File: config.mk
export PLATFORM = sky130hd
export DESIGN_NAME = receiver_clock_and_poll_control
export DESIGN_NICKNAME = d
export VERILOG_FILES = /design/src/rx_clk_pkg.sv /design/src/receiver_clock_and_poll_control.sv
export SDC_FILE = /design/constraint.sdc
export NUM_CORES = 1
export LEC_CHECK = 0
export BUFFER_PORTS_ARGS = -buffer_cell sky130_fd_sc_hd__clkbuf_2
export CAP_MARGIN = 5
export CORE_UTILIZATION = 50
export DETAILED_ROUTE_END_ITERATION = 6
export PLACE_DENSITY = 0.82
export SLEW_MARGIN = 15
export SYNTH_ARGS = -nofsm -noshare
export SYNTH_HDL_FRONTEND = slang
export SYNTH_SLANG_ARGS = --single-unit
export TNS_END_PERCENT = 100
File: constraint.sdc
create_clock -name clk_in -period 8.1 [get_ports clk_in]
set_input_delay 0 -clock clk_in [delete_from_list [all_inputs] [get_ports clk_in]]
set_output_delay 0 -clock clk_in [all_outputs]
set_load 0.01 [all_outputs]
File: src/rx_clk_pkg.sv
// Constants, register map and state type for the receiver clock and
// polling core. Assumes a 32-bit classic Wishbone register bus.
package rx_clk_pkg;
  // Crystal divider ratios for frequency plan low and high
  localparam logic [3:0] DIV_LOW = 4'hA;
  localparam logic [3:0] DIV_HIGH = 4'hE;
  // Register byte addresses
  localparam logic [7:0] CFG_ADDR = 8'h00;
  localparam logic [7:0] LIM_ADDR = 8'h04;
  localparam logic [7:0] STAT_ADDR = 8'h08;
  // Operating configuration register fields
  localparam int BAUD_LSB = 0;
  localparam int SLEEP_LSB = 2;
  localparam int XSTD_BIT = 7;
  localparam int XTMP_BIT = 8;
  localparam int NBC_LSB = 9;
  localparam int SINGLE_BIT = 11;
  localparam logic [31:0] CFG_MASK = 32'h00000FFF;
  localparam logic [31:0] CFG_RST = 32'h00000230;
  // Limit register fields
  localparam int LMIN_LSB = 0;
  localparam int LMAX_LSB = 8;
  localparam logic [31:0] LIM_MASK = 32'h00003F3F;
  localparam logic [31:0] LIM_RST = 32'h0000180E;
  // Status register fields
  localparam int ST_STATE_LSB = 0;
  localparam int ST_ASK_BIT = 2;
  localparam int ST_FSKERR_BIT = 3;
  localparam int ST_PLAN_BIT = 4;
  // Polling constants
  localparam logic [4:0] SLEEP_PERM = 5'h1F;
  localparam logic [3:0] XSLEEP_EXT = 4'h8;
  localparam logic [3:0] XSLEEP_STD = 4'h1;
  localparam logic [9:0] SLEEP_PAD = 10'h000;
  localparam logic [4:0] EDGES_PER_STEP = 5'h06;
  localparam logic [7:0] STARTUP_XCLK = 8'h10;
  localparam logic [1:0] FSK_MAX_BAUD = 2'h1;
  // Range clock reload values, one less than the divide ratio
  localparam logic [2:0] RANGE_RL0 = 3'h7;
  localparam logic [2:0] RANGE_RL1 = 3'h3;
  localparam logic [2:0] RANGE_RL2 = 3'h1;
  localparam logic [2:0] RANGE_RL3 = 3'h0;
  // Polling state machine
  typedef enum logic [1:0] {
    ST_SLEEP, ST_STARTUP, ST_BITCHECK, ST_RECEIVE
  } poll_state_t;
endpackage

File: src/receiver_clock_and_poll_control.sv
// Base clock divider, range clock, polling and bit check core of a UHF
// receiver, with a classic Wishbone slave for its registers.
// Assumes all pins except clk_in, srst_in and the Wishbone bus are asynchronous to clk_in.
// Functional notes
// Mode pin low gives FSK, high ASK
// Host uses only two slowest ranges in FSK
// Low-pass corner follows programmed baud range
// Polling powers path briefly for bit check
// Stay active, pass data only after pass
// Polling parameters programmable and applied
// One shared line or separate lines
// Base period from crystal via plan divider
// Base period times polling and processing
// Plan low, 4.90625 MHz gives 2.0383 us
// Plan high, 6.76438 MHz gives 2.0697 us
// Range clock is 8,4,2,1 base periods
// Baud range held in two config bits
// Sleep is value times factor times 1024
// Divider ratio 10 low, 14 high
// Range tick counter reloads on range change
//
// Added by the designer: the placing of the registers and the Wishbone slave port.
`timescale 1ns/100ps
`default_nettype none
module receiver_clock_and_poll_control (
  input wire logic clk_in,
  input wire logic srst_in,
  input wire logic xtal_in,
  input wire logic freq_plan_in,
  input wire logic modulation_select_pin_in,
  input wire logic demod_data_in,
  input wire logic host_stop_in,
  input wire logic line_in,
  input wire logic wb_cyc_in,
  input wire logic wb_stb_in,
  input wire logic wb_we_in,
  input wire logic [7:0] wb_adr_in,
  input wire logic [31:0] wb_dat_in,
  input wire logic [3:0] wb_sel_in,
  output logic [31:0] wb_dat_out,
  output logic wb_ack_out,
  output logic base_tick_out,
  output logic range_tick_out,
  output logic ask_mode_out,
  output logic [1:0] lowpass_sel_out,
  output logic signal_path_en_out,
  output logic data_out,
  output logic line_out,
  output logic line_oe_n_out
);
  // Synchroniser bit positions
  localparam int SX = 0;
  localparam int SP = 1;
  localparam int SM = 2;
  localparam int SD = 3;
  localparam int SH = 4;
  localparam int SL = 5;
  // Idle pin levels after reset: shared line and data high
  localparam logic [5:0] SYNC_IDLE = 6'h28;

  logic [5:0] pins; // Raw asynchronous pins
  logic [5:0] s1_reg; // First synchroniser stage
  logic [5:0] s2_reg; // Second synchroniser stage
  logic xtal_d_reg; // Delayed crystal level
  logic dem_d_reg; // Delayed demodulator level
  logic [3:0] div_cnt_reg; // Crystal divider count
  logic [2:0] range_cnt_reg; // Range tick count
  logic [1:0] baud_d_reg; // Baud range seen last cycle
  logic [31:0] cfg_reg; // Operating configuration register
  logic [31:0] lim_reg; // Bit check limit register
  logic [31:0] rdat_reg; // Read data
  logic ack_reg; // Bus acknowledge
  logic data_reg; // Data to host
  logic oe_n_reg; // Shared line enable, low drives
  logic path_reg; // Signal path enable
  logic ask_reg; // Demodulator mode
  logic [1:0] lp_reg; // Low-pass corner select
  rx_clk_pkg::poll_state_t state_reg, state_next;
  logic [17:0] sleep_cnt_reg; // Base ticks left in sleep
  logic [7:0] su_cnt_reg; // Range ticks spent in start-up
  logic [5:0] tee_cnt_reg; // Range ticks since last edge
  logic [4:0] chk_cnt_reg; // Good edge checks so far
  logic first_reg; // No edge seen yet in bit check
  logic [2:0] oe_hist_reg; // Recent shared line enables

  // Field views of the registers
  logic [1:0] baud;
  logic [4:0] sleep_val;
  logic [1:0] nbc;
  logic single_line;
  logic [5:0] lim_min, lim_max;
  logic xedge, base_tick, range_tick, dem_edge;
  logic [3:0] xf;
  logic [7:0] sx;
  logic [17:0] sleep_len;
  logic [4:0] needed;
  logic early, late, bc_fail, bc_good, bc_pass, stop_req;
  logic wr, rd, enter;

  // Merge write data into a register by byte lane
  function automatic logic [31:0] merge(input logic [31:0] old,
      input logic [31:0] nw, input logic [3:0] sel);
    logic [31:0] r;
    r = old;
    for (int i = 0; i < 4; i++) begin
      if (sel[i]) begin
        r[i*8 +: 8] = nw[i*8 +: 8];
      end
    end
    return r;
  endfunction

  // Range reload value for a baud range
  function automatic logic [2:0] range_reload(input logic [1:0] b);
    logic [2:0] r;
    r = rx_clk_pkg::RANGE_RL3;
    case (b)
      2'h0: r = rx_clk_pkg::RANGE_RL0;
      2'h1: r = rx_clk_pkg::RANGE_RL1;
      2'h2: r = rx_clk_pkg::RANGE_RL2;
      default: r = rx_clk_pkg::RANGE_RL3;
    endcase
    return r;
  endfunction

  assign pins = {line_in, host_stop_in, demod_data_in,
    modulation_select_pin_in, freq_plan_in, xtal_in};

  // Two-stage synchroniser for every asynchronous pin
  always_ff @(posedge clk_in) begin
    if (srst_in) begin
      s1_reg <= SYNC_IDLE;
      s2_reg <= SYNC_IDLE;
    end else begin
      s1_reg <= pins;
      s2_reg <= s1_reg;
    end
  end

  // Field decode
  assign baud = cfg_reg[rx_clk_pkg::BAUD_LSB +: 2];
  assign sleep_val = cfg_reg[rx_clk_pkg::SLEEP_LSB +: 5];
  assign nbc = cfg_reg[rx_clk_pkg::NBC_LSB +: 2];
  assign single_line = cfg_reg[rx_clk_pkg::SINGLE_BIT];
  assign lim_min = lim_reg[rx_clk_pkg::LMIN_LSB +: 6];
  assign lim_max = lim_reg[rx_clk_pkg::LMAX_LSB +: 6];

  // Edge detectors on synchronised levels
  always_ff @(posedge clk_in) begin
    if (srst_in) begin
      xtal_d_reg <= 1'b0;
      dem_d_reg <= 1'b1;
    end else begin
      xtal_d_reg <= s2_reg[SX];
      dem_d_reg <= s2_reg[SD];
    end
  end
  assign xedge = s2_reg[SX] & ~xtal_d_reg;
  assign dem_edge = s2_reg[SD] ^ dem_d_reg;

  // Crystal divider, ratio chosen by the plan pin
  always_ff @(posedge clk_in) begin
    if (srst_in) begin
      div_cnt_reg <= 4'h0;
    end else if (base_tick) begin
      div_cnt_reg <= 4'h0;
    end else if (xedge) begin
      div_cnt_reg <= div_cnt_reg + 4'h1;
    end
  end
  // Tick on the last crystal edge of each base period
  assign base_tick = xedge && (div_cnt_reg == ((s2_reg[SP] ?
    rx_clk_pkg::DIV_HIGH : rx_clk_pkg::DIV_LOW) - 4'h1));

  // Range clock counter, restarted on range change
  always_ff @(posedge clk_in) begin
    if (srst_in) begin
      range_cnt_reg <= 3'h0;
      baud_d_reg <= 2'h0;
    end else begin
      baud_d_reg <= baud;
      if (baud != baud_d_reg) begin
        range_cnt_reg <= 3'h0;
      end else if (base_tick) begin
        range_cnt_reg <= (range_cnt_reg == 3'h0) ?
          range_reload(baud) : range_cnt_reg - 3'h1;
      end
    end
  end
  assign range_tick = base_tick && (range_cnt_reg == 3'h0) &&
    (baud == baud_d_reg);

  // Sleep length from value and extension factor
  assign xf = (cfg_reg[rx_clk_pkg::XSTD_BIT] ||
    cfg_reg[rx_clk_pkg::XTMP_BIT]) ? rx_clk_pkg::XSLEEP_EXT :
    rx_clk_pkg::XSLEEP_STD;
  assign sx = 8'(sleep_val) * 8'(xf);
  assign sleep_len = {sx, rx_clk_pkg::SLEEP_PAD};
  assign needed = 5'(nbc * rx_clk_pkg::EDGES_PER_STEP);

  // Bit check window tests, in range ticks
  assign late = tee_cnt_reg >= lim_max;
  assign early = !first_reg && (tee_cnt_reg < lim_min);
  assign bc_fail = (state_reg == rx_clk_pkg::ST_BITCHECK) &&
    ((dem_edge && early) || late);
  assign bc_good = (state_reg == rx_clk_pkg::ST_BITCHECK) &&
    dem_edge && !first_reg && !bc_fail;
  assign bc_pass = bc_good && (chk_cnt_reg + 5'h01 == needed);

  // Host stop: own pin, or line pulled low while released
  assign stop_req = single_line ? (!s2_reg[SL] && oe_n_reg &&
    (&oe_hist_reg) && s2_reg[SD]) : s2_reg[SH];

  // Line enable history; the read-back pin lags a release by its
  // synchroniser, so a low line only counts after a settled release
  always_ff @(posedge clk_in) begin
    if (srst_in) begin
      oe_hist_reg <= 3'h7;
    end else begin
      oe_hist_reg <= {oe_hist_reg[1:0], oe_n_reg};
    end
  end

  // Next polling state
  always_comb begin
    state_next = state_reg;
    case (state_reg)
      rx_clk_pkg::ST_SLEEP: begin
        if (sleep_val != rx_clk_pkg::SLEEP_PERM &&
            sleep_cnt_reg == 18'h00000) begin
          state_next = rx_clk_pkg::ST_STARTUP;
        end
      end
      rx_clk_pkg::ST_STARTUP: begin
        if (su_cnt_reg >= rx_clk_pkg::STARTUP_XCLK) begin
          state_next = (needed == 5'h00) ?
            rx_clk_pkg::ST_RECEIVE : rx_clk_pkg::ST_BITCHECK;
        end
      end
      rx_clk_pkg::ST_BITCHECK: begin
        if (bc_fail) begin
          state_next = rx_clk_pkg::ST_SLEEP;
        end else if (bc_pass) begin
          state_next = rx_clk_pkg::ST_RECEIVE;
        end
      end
      default: begin
        if (stop_req) begin
          state_next = rx_clk_pkg::ST_SLEEP;
        end
      end
    endcase
  end
  assign enter = state_next != state_reg;

  // Polling state register
  always_ff @(posedge clk_in) begin
    if (srst_in) begin
      state_reg <= rx_clk_pkg::ST_SLEEP;
    end else begin
      state_reg <= state_next;
    end
  end

  // Sleep counter in base periods
  always_ff @(posedge clk_in) begin
    if (srst_in) begin
      sleep_cnt_reg <= 18'h00000;
    end else if (enter && state_next == rx_clk_pkg::ST_SLEEP) begin
      sleep_cnt_reg <= sleep_len;
    end else if (base_tick && sleep_cnt_reg != 18'h00000) begin
      sleep_cnt_reg <= sleep_cnt_reg - 18'h00001;
    end
  end

  // Start-up counter in range periods
  always_ff @(posedge clk_in) begin
    if (srst_in || enter) begin
      su_cnt_reg <= 8'h00;
    end else if (range_tick && state_reg == rx_clk_pkg::ST_STARTUP) begin
      su_cnt_reg <= su_cnt_reg + 8'h01;
    end
  end

  // Edge-to-edge timer and check counter
  always_ff @(posedge clk_in) begin
    if (srst_in || enter) begin
      tee_cnt_reg <= 6'h00;
      chk_cnt_reg <= 5'h00;
      first_reg <= 1'b1;
    end else if (state_reg == rx_clk_pkg::ST_BITCHECK) begin
      if (dem_edge) begin
        tee_cnt_reg <= 6'h00;
        first_reg <= 1'b0;
      end else if (range_tick && tee_cnt_reg != 6'h3F) begin
        tee_cnt_reg <= tee_cnt_reg + 6'h01;
      end
      if (bc_good) begin
        chk_cnt_reg <= chk_cnt_reg + 5'h01;
      end
    end
  end

  // Wishbone strobes; writes land on the acknowledged edge
  assign rd = wb_cyc_in && wb_stb_in && !ack_reg;
  assign wr = wb_cyc_in && wb_stb_in && wb_we_in && ack_reg;

  // Configuration register; failed check drops temporary extension
  always_ff @(posedge clk_in) begin
    if (srst_in) begin
      cfg_reg <= rx_clk_pkg::CFG_RST;
    end else if (wr && wb_adr_in == rx_clk_pkg::CFG_ADDR) begin
      cfg_reg <= merge(cfg_reg, wb_dat_in, wb_sel_in) &
        rx_clk_pkg::CFG_MASK;
    end else if (bc_fail) begin
      cfg_reg[rx_clk_pkg::XTMP_BIT] <= 1'b0;
    end
  end

  // Limit register
  always_ff @(posedge clk_in) begin
    if (srst_in) begin
      lim_reg <= rx_clk_pkg::LIM_RST;
    end else if (wr && wb_adr_in == rx_clk_pkg::LIM_ADDR) begin
      lim_reg <= merge(lim_reg, wb_dat_in, wb_sel_in) &
        rx_clk_pkg::LIM_MASK;
    end
  end

  // Acknowledge and read data, one cycle after the request
  always_ff @(posedge clk_in) begin
    if (srst_in) begin
      ack_reg <= 1'b0;
      rdat_reg <= 32'h00000000;
    end else begin
      ack_reg <= rd;
      if (rd) begin
        if (wb_adr_in == rx_clk_pkg::CFG_ADDR) begin
          rdat_reg <= cfg_reg;
        end else if (wb_adr_in == rx_clk_pkg::LIM_ADDR) begin
          rdat_reg <= lim_reg;
        end else if (wb_adr_in == rx_clk_pkg::STAT_ADDR) begin
          rdat_reg <= 32'h00000000;
          rdat_reg[rx_clk_pkg::ST_STATE_LSB +: 2] <= state_reg;
          rdat_reg[rx_clk_pkg::ST_ASK_BIT] <= ask_reg;
          rdat_reg[rx_clk_pkg::ST_FSKERR_BIT] <= !ask_reg &&
            (baud > rx_clk_pkg::FSK_MAX_BAUD);
          rdat_reg[rx_clk_pkg::ST_PLAN_BIT] <= s2_reg[SP];
        end else begin
          rdat_reg <= 32'h00000000;
        end
      end
    end
  end

  // Registered pin outputs
  always_ff @(posedge clk_in) begin
    if (srst_in) begin
      data_reg <= 1'b1;
      oe_n_reg <= 1'b1;
      path_reg <= 1'b0;
      ask_reg <= 1'b0;
      lp_reg <= 2'h0;
    end else begin
      data_reg <= (state_next == rx_clk_pkg::ST_RECEIVE) ?
        s2_reg[SD] : 1'b1;
      oe_n_reg <= !(single_line && !s2_reg[SD] &&
        state_next == rx_clk_pkg::ST_RECEIVE);
      path_reg <= state_next != rx_clk_pkg::ST_SLEEP;
      ask_reg <= s2_reg[SM];
      lp_reg <= baud;
    end
  end

  assign wb_ack_out = ack_reg;
  assign wb_dat_out = rdat_reg;
  assign base_tick_out = base_tick;
  assign range_tick_out = range_tick;
  assign ask_mode_out = ask_reg;
  assign lowpass_sel_out = lp_reg;
  assign signal_path_en_out = path_reg;
  assign data_out = data_reg;
  assign line_out = 1'b0;
  assign line_oe_n_out = oe_n_reg;
endmodule // receiver_clock_and_poll_control
`default_nettype wire

Word level (Yosys, flattened, before mapping)
Index checks and enable logic that the tools add are counted.
{ "word_totals": {"output_inout_bits": 42, "in_bits": 55, "elab_cells": 142, "ff_bits": 127} }
{ "op_classes": {"mul": 2, "n_reduce_logical": 62, "n_bitwise": 4, "magnitude_cmp": 4, "n_eq_ne": 15, "addsub": 7, "n_mux": 22} }
{ "op_table": {"columns": ["op", "n"], "rows": [
  ["two-way mux 18 bit", 2],
  ["two-way mux 14 bit", 2],
  ["logical AND 1 bit", 27],
  ["zero test 18 bit", 1],
  ["nonzero test 18 bit", 1],
  ["subtractor 18 x 1 -> 18 bit, second input constant", 1],
  ["AND reduction 2 bit", 8],
  ["two-way mux 6 bit", 2],
  ["two-way mux 2 bit", 5],
  ["one-hot mux 3 bit (3 select lines)", 1],
  ["adder 8 x 1 -> 8 bit, second input constant", 1],
  ["equality test 8 x 3 -> 1 bit, second input constant", 1],
  ["equality test 8 x 4 -> 1 bit, second input constant", 1],
  [">= comparator 8 x 5 -> 1 bit, second input constant", 1],
  ["zero test 8 bit", 1],
  ["multiplier 5 x 4 -> 8 bit", 1],
  ["nonzero test 2 bit", 4],
  ["OR reduction 2 bit", 4],
  ["zero test 1 bit", 7],
  ["adder 6 x 1 -> 6 bit, second input constant", 1],
  ["equality test 2 bit, second input constant", 3],
  [">= comparator 6 bit", 1],
  ["zero test 2 bit", 3],
  ["< comparator 6 bit", 1],
  ["other kinds (26)", 36]
]} }

Logic depth before layout (Yosys ltp)
{ "depth": {"depth_word": 14, "ltp_mapped": 9, "depth_no_buf": 8} }

Least setup slack after synthesis
Ideal clock, no wire load.
{ "synth_path": {"path_kind": "register to register", "from": "register cfg_reg[9]", "to": "register oe_n_reg, in the netlist line_oe_n_out", "synth_period_minus_slack_ns": 2.588, "t_arrival_ns": 2.454, "setup_slack_ns": 5.512, "required_ns": 7.966, "path_buffers": 0, "path_stages_with_launch": 9, "setup_time_ns": 0.134, "path_cell_list": "dfxtp_1 inv_1 ha_1 nor2b_1 or3_2 a311oi_1 nand4_2 and3_4 or4b_1"} }
{ "synth_between": {"elab_chain_len": 9, "elab_cells_between_ends": 12, "cone_classes": "mul: 1; eq/ne: 2; mux: 5; reduce/logical: 4"} }
{ "synth_rtl": {"columns": ["item", "line", "rtl"], "rows": [
  ["start, declared", "receiver_clock_and_poll_control.sv:69", "logic [31:0] cfg_reg;"],
  ["start signal, assigned", "receiver_clock_and_poll_control.sv:311", "cfg_reg <= rx_clk_pkg::CFG_RST;"],
  ["start signal, assigned", "receiver_clock_and_poll_control.sv:313", "cfg_reg <= merge(cfg_reg, wb_dat_in, wb_sel_in) &"],
  ["multiplier 2 x 2 -> 4 bit *", "receiver_clock_and_poll_control.sv:199", "assign needed = 5'(nbc * rx_clk_pkg::EDGES_PER_STEP);"],
  ["equality test 5 bit", "receiver_clock_and_poll_control.sv:208", "assign bc_pass = bc_good && (chk_cnt_reg + 5'h01 == needed);"],
  ["logical AND 1 bit", "receiver_clock_and_poll_control.sv:208", null],
  ["two-way mux 2 bit", "receiver_clock_and_poll_control.sv:243", "end else if (bc_pass) begin"],
  ["two-way mux 2 bit", "receiver_clock_and_poll_control.sv:241", "if (bc_fail) begin"],
  ["one-hot mux 2 bit (3 select lines) *", "receiver_clock_and_poll_control.sv:227", "case (state_reg)"],
  ["equality test 2 bit *", "receiver_clock_and_poll_control.sv:368", "state_next == rx_clk_pkg::ST_RECEIVE);"],
  ["logical AND 1 bit *", "receiver_clock_and_poll_control.sv:367", "oe_n_reg <= !(single_line && !s2_reg[SD] &&"],
  ["zero test 1 bit *", "receiver_clock_and_poll_control.sv:367", null],
  ["end signal, assigned", "receiver_clock_and_poll_control.sv:367", null],
  ["end, declared", "receiver_clock_and_poll_control.sv:74", "logic oe_n_reg;"]
]} }
Mark *: on every way between the ends. The rest lies on a longest branch, timed or not.
A chain may end at the register's enable or synchronous reset.

Worst setup path after layout
Ends and elaborated chain as after synthesis.

==> results_dict.tcl <==
set metrics [dict create \
    wl_per_cell_um 14.6 \
    yosys_warnings 0 \
    clock-skew-final_ns 0.0150 \
    cts.sinks 109 \
    power.ir.vdd_worst_mv 0.0991 \
    syn_inst 604 \
    yosysSeqAreaShare_pct 40.8 \
    finalHoldViolCount 0 \
    drt.antenna.violating_nets 0 \
    largest_reg_flops 18 \
    synth_top_area_share_pct 40.8 \
    grt_max_degree 64 \
    drv_slew 0 \
    synth_edf_count 0 \
    dr.pass1.iters 5 \
    cp_max_fo 5 \
    die_h_um 105 \
    ff2ff_setup_slack_ns 5.18 \
    synth_largest_area_cell "dfxtp_1" \
    root_buffer "clkbuf_8" \
    antenna_found_initial 0 \
    drtIter0Drc 261 \
    ys_top_cells_by_area "dfxtp_1 41%, ha_1 5.8%, nor2_1 5.4%" \
    max_freq_mhz 343 \
    hpwl_mm 8.62 \
    ys_seq_elements 109 \
    grt_pass1_wl_mm 20.0 \
    row_count 37 \
    yosysUniqueCellTypes 62 \
    p_leak_nw 2.49 \
    grt_util_all_layers_pct 22.3 \
    worstMarginPinSlew_ns 1.00 \
    portBuffers 57 \
    grt_pass1_vias 4447 \
    p_per_area_nw_per_um2 158 \
    io_pins 97 \
    outcome "finished clean" \
    period_minus_slack_ns 2.92 \
    tns_ns 0 \
    ys.flop_type "dfxtp_1" \
    cp-start-kind "flop" \
    numCtsBuffers 9 \
    netlist_area_sq_um 5350 \
    die_x_um 105 \
    num_vias 4458 \
    worstSetupEndpointType "flop" \
    die_area_sq_um 11100 \
    core_area_sq_um 10400 \
    syn_area_per_cell_sq_um 8.86 \
    cp.required_ns 8.35 \
    ctsResizeCount 0 \
    cp_data_arrival_time_ns 3.16 \
    async_reset_ff_share_pct 0 \
    hold_ws_ns 0.0296 \
    synth_common_cells "109 x dfxtp_1, 77 x nor2_1, 44 x nand2_1" \
    min_period_over_period_pct 36.0 \
    worstSetupPathType "reg2reg" \
    syn2layout_area_growth_pct 13.3 \
    gp_congestion 0.868 \
    via_per_inst 5.49 \
    htreeDepth 3 \
    setup_viol 0 \
    gr-total-overflow 0 \
    path_clk_slew_ns 0.12 \
    clock_latency_ns 0.38 \
    min_path_type "in2reg" \
    timing.max_cap.violations 0 \
    cts_tree "yes" \
    layout-drive-gt1-share_pct 14.8 \
    wirelength_mm 11.9 \
    clock_path_buffers 2 \
    rsz0062_at_grt "no" \
    start_util_pct 51.6 \
    synth_most_common_cell "dfxtp_1" \
    max-slew-margin-rel_pct 32.4 \
    diodes 0 \
    drc 0 \
    final_nets 752 \
]
## final cells by class
type | count | area [sq um]
inverters | 28 | 105
multi-input cells | 443 | 2880
fillers | 867 | 4310
clock buffers | 10 | 138
clock inverters | 6 | 77.6
well taps | 136 | 170
repair buffers | 80 | 508
flip-flops and latches | 109 | 2180
## stage by stage
stage	setup slack [ns]	cells	instance area (sq um)	utilization [%]	total power (W)
floorplan	5.51	624	5430	-	0.000598
global placement	5.18	776	5640	54.4	0.000609
detailed placement	5.11	776	5640	54.4	0.000610
CTS	5.07	812	6050	58.4	0.000962
global route	4.97	812	6060	58.4	0.000991
finish	5.18	812	6060	58.4	0.000960
## cell usage in the layout, fill, tap and decap left out, drive strengths merged, types with 8 or more instances in the layout
cell type / count
and3: 13
dlygate4sd3: 20
o21ai: 11
xnor2: 15
or2: 9
nand2: 44
nor4: 13
xor2: 28
clkbuf: 67
nand3: 18
nor3: 20
dfxtp: 109
nor2b: 19
nand4: 11
nor2: 77
a211oi: 8
ha: 25
conb: 22
a21oi: 21
mux2i: 22
inv: 31
## where the power goes
part | internal [W] | total (W) | leakage [nW] | switching, W
Sequential | 0.000543 | 0.000548 | 0.884 | 0.00000487
Clock | 0.000158 | 0.000354 | 0.107 | 0.000196
Combinational | 0.0000253 | 0.0000576 | 1.50 | 0.0000324
## kinds of logic (layout without fill, tap and decap cells)
kind of cell    after synthesis  after routing  synth area share, %
buf+inv                      72            124                 6.92
fa+ha+maj                    26             26                 6.22
xor+xnor                     43             43                 7.04
compound gates               82             82                 11.2
mux                          23             23                 4.33
flops                       109            109                 40.8
other cells                   2             22                0.140
simple gates                247            247                 23.4
## routing by layer
metal	routed length, um	part of all wire [%]	global-route usage, %	vias up
met2	6090	51	40.6	140
met1	5030	42	26.1	2103
met3	458	3.9	3.22	25
met4	286	2.4	8.85	0
met5	0	0	0	-
li1	-	-	-	2190
## critical path: stages (launching register included)
cell      delay, ns
dfxtp_1        0.46
inv_1          0.10
ha_1           0.33
nor2b_1        0.15
or3_2          0.44
a311oi_1       0.37
nand4_2        0.16
and3_4         0.24
or4b_1         0.53
## timing repair
action | 4_1_cts | 5_1_grt
hold buffers | 20 | 0
setup buffers | 0 | 0
hold endpoints to repair | 30 | 0
## worst paths after layout
path	start	end	cells after the start
setup reg to reg	cfg_reg[9]$_SDFFE_PP1P_	line_oe_n_out$_SDFF_PP1_	8
hold / removal	wb_adr_in[2]	wb_dat_out[3]$_SDFFE_PP0P_	4
hold reg to reg	s1_reg[3]$_SDFF_PP1_	s2_reg[3]$_SDFF_PP1_	1
setup / recovery	cfg_reg[9]$_SDFFE_PP1P_	line_oe_n_out$_SDFF_PP1_	8
Power figures use the tool's default switching activity.
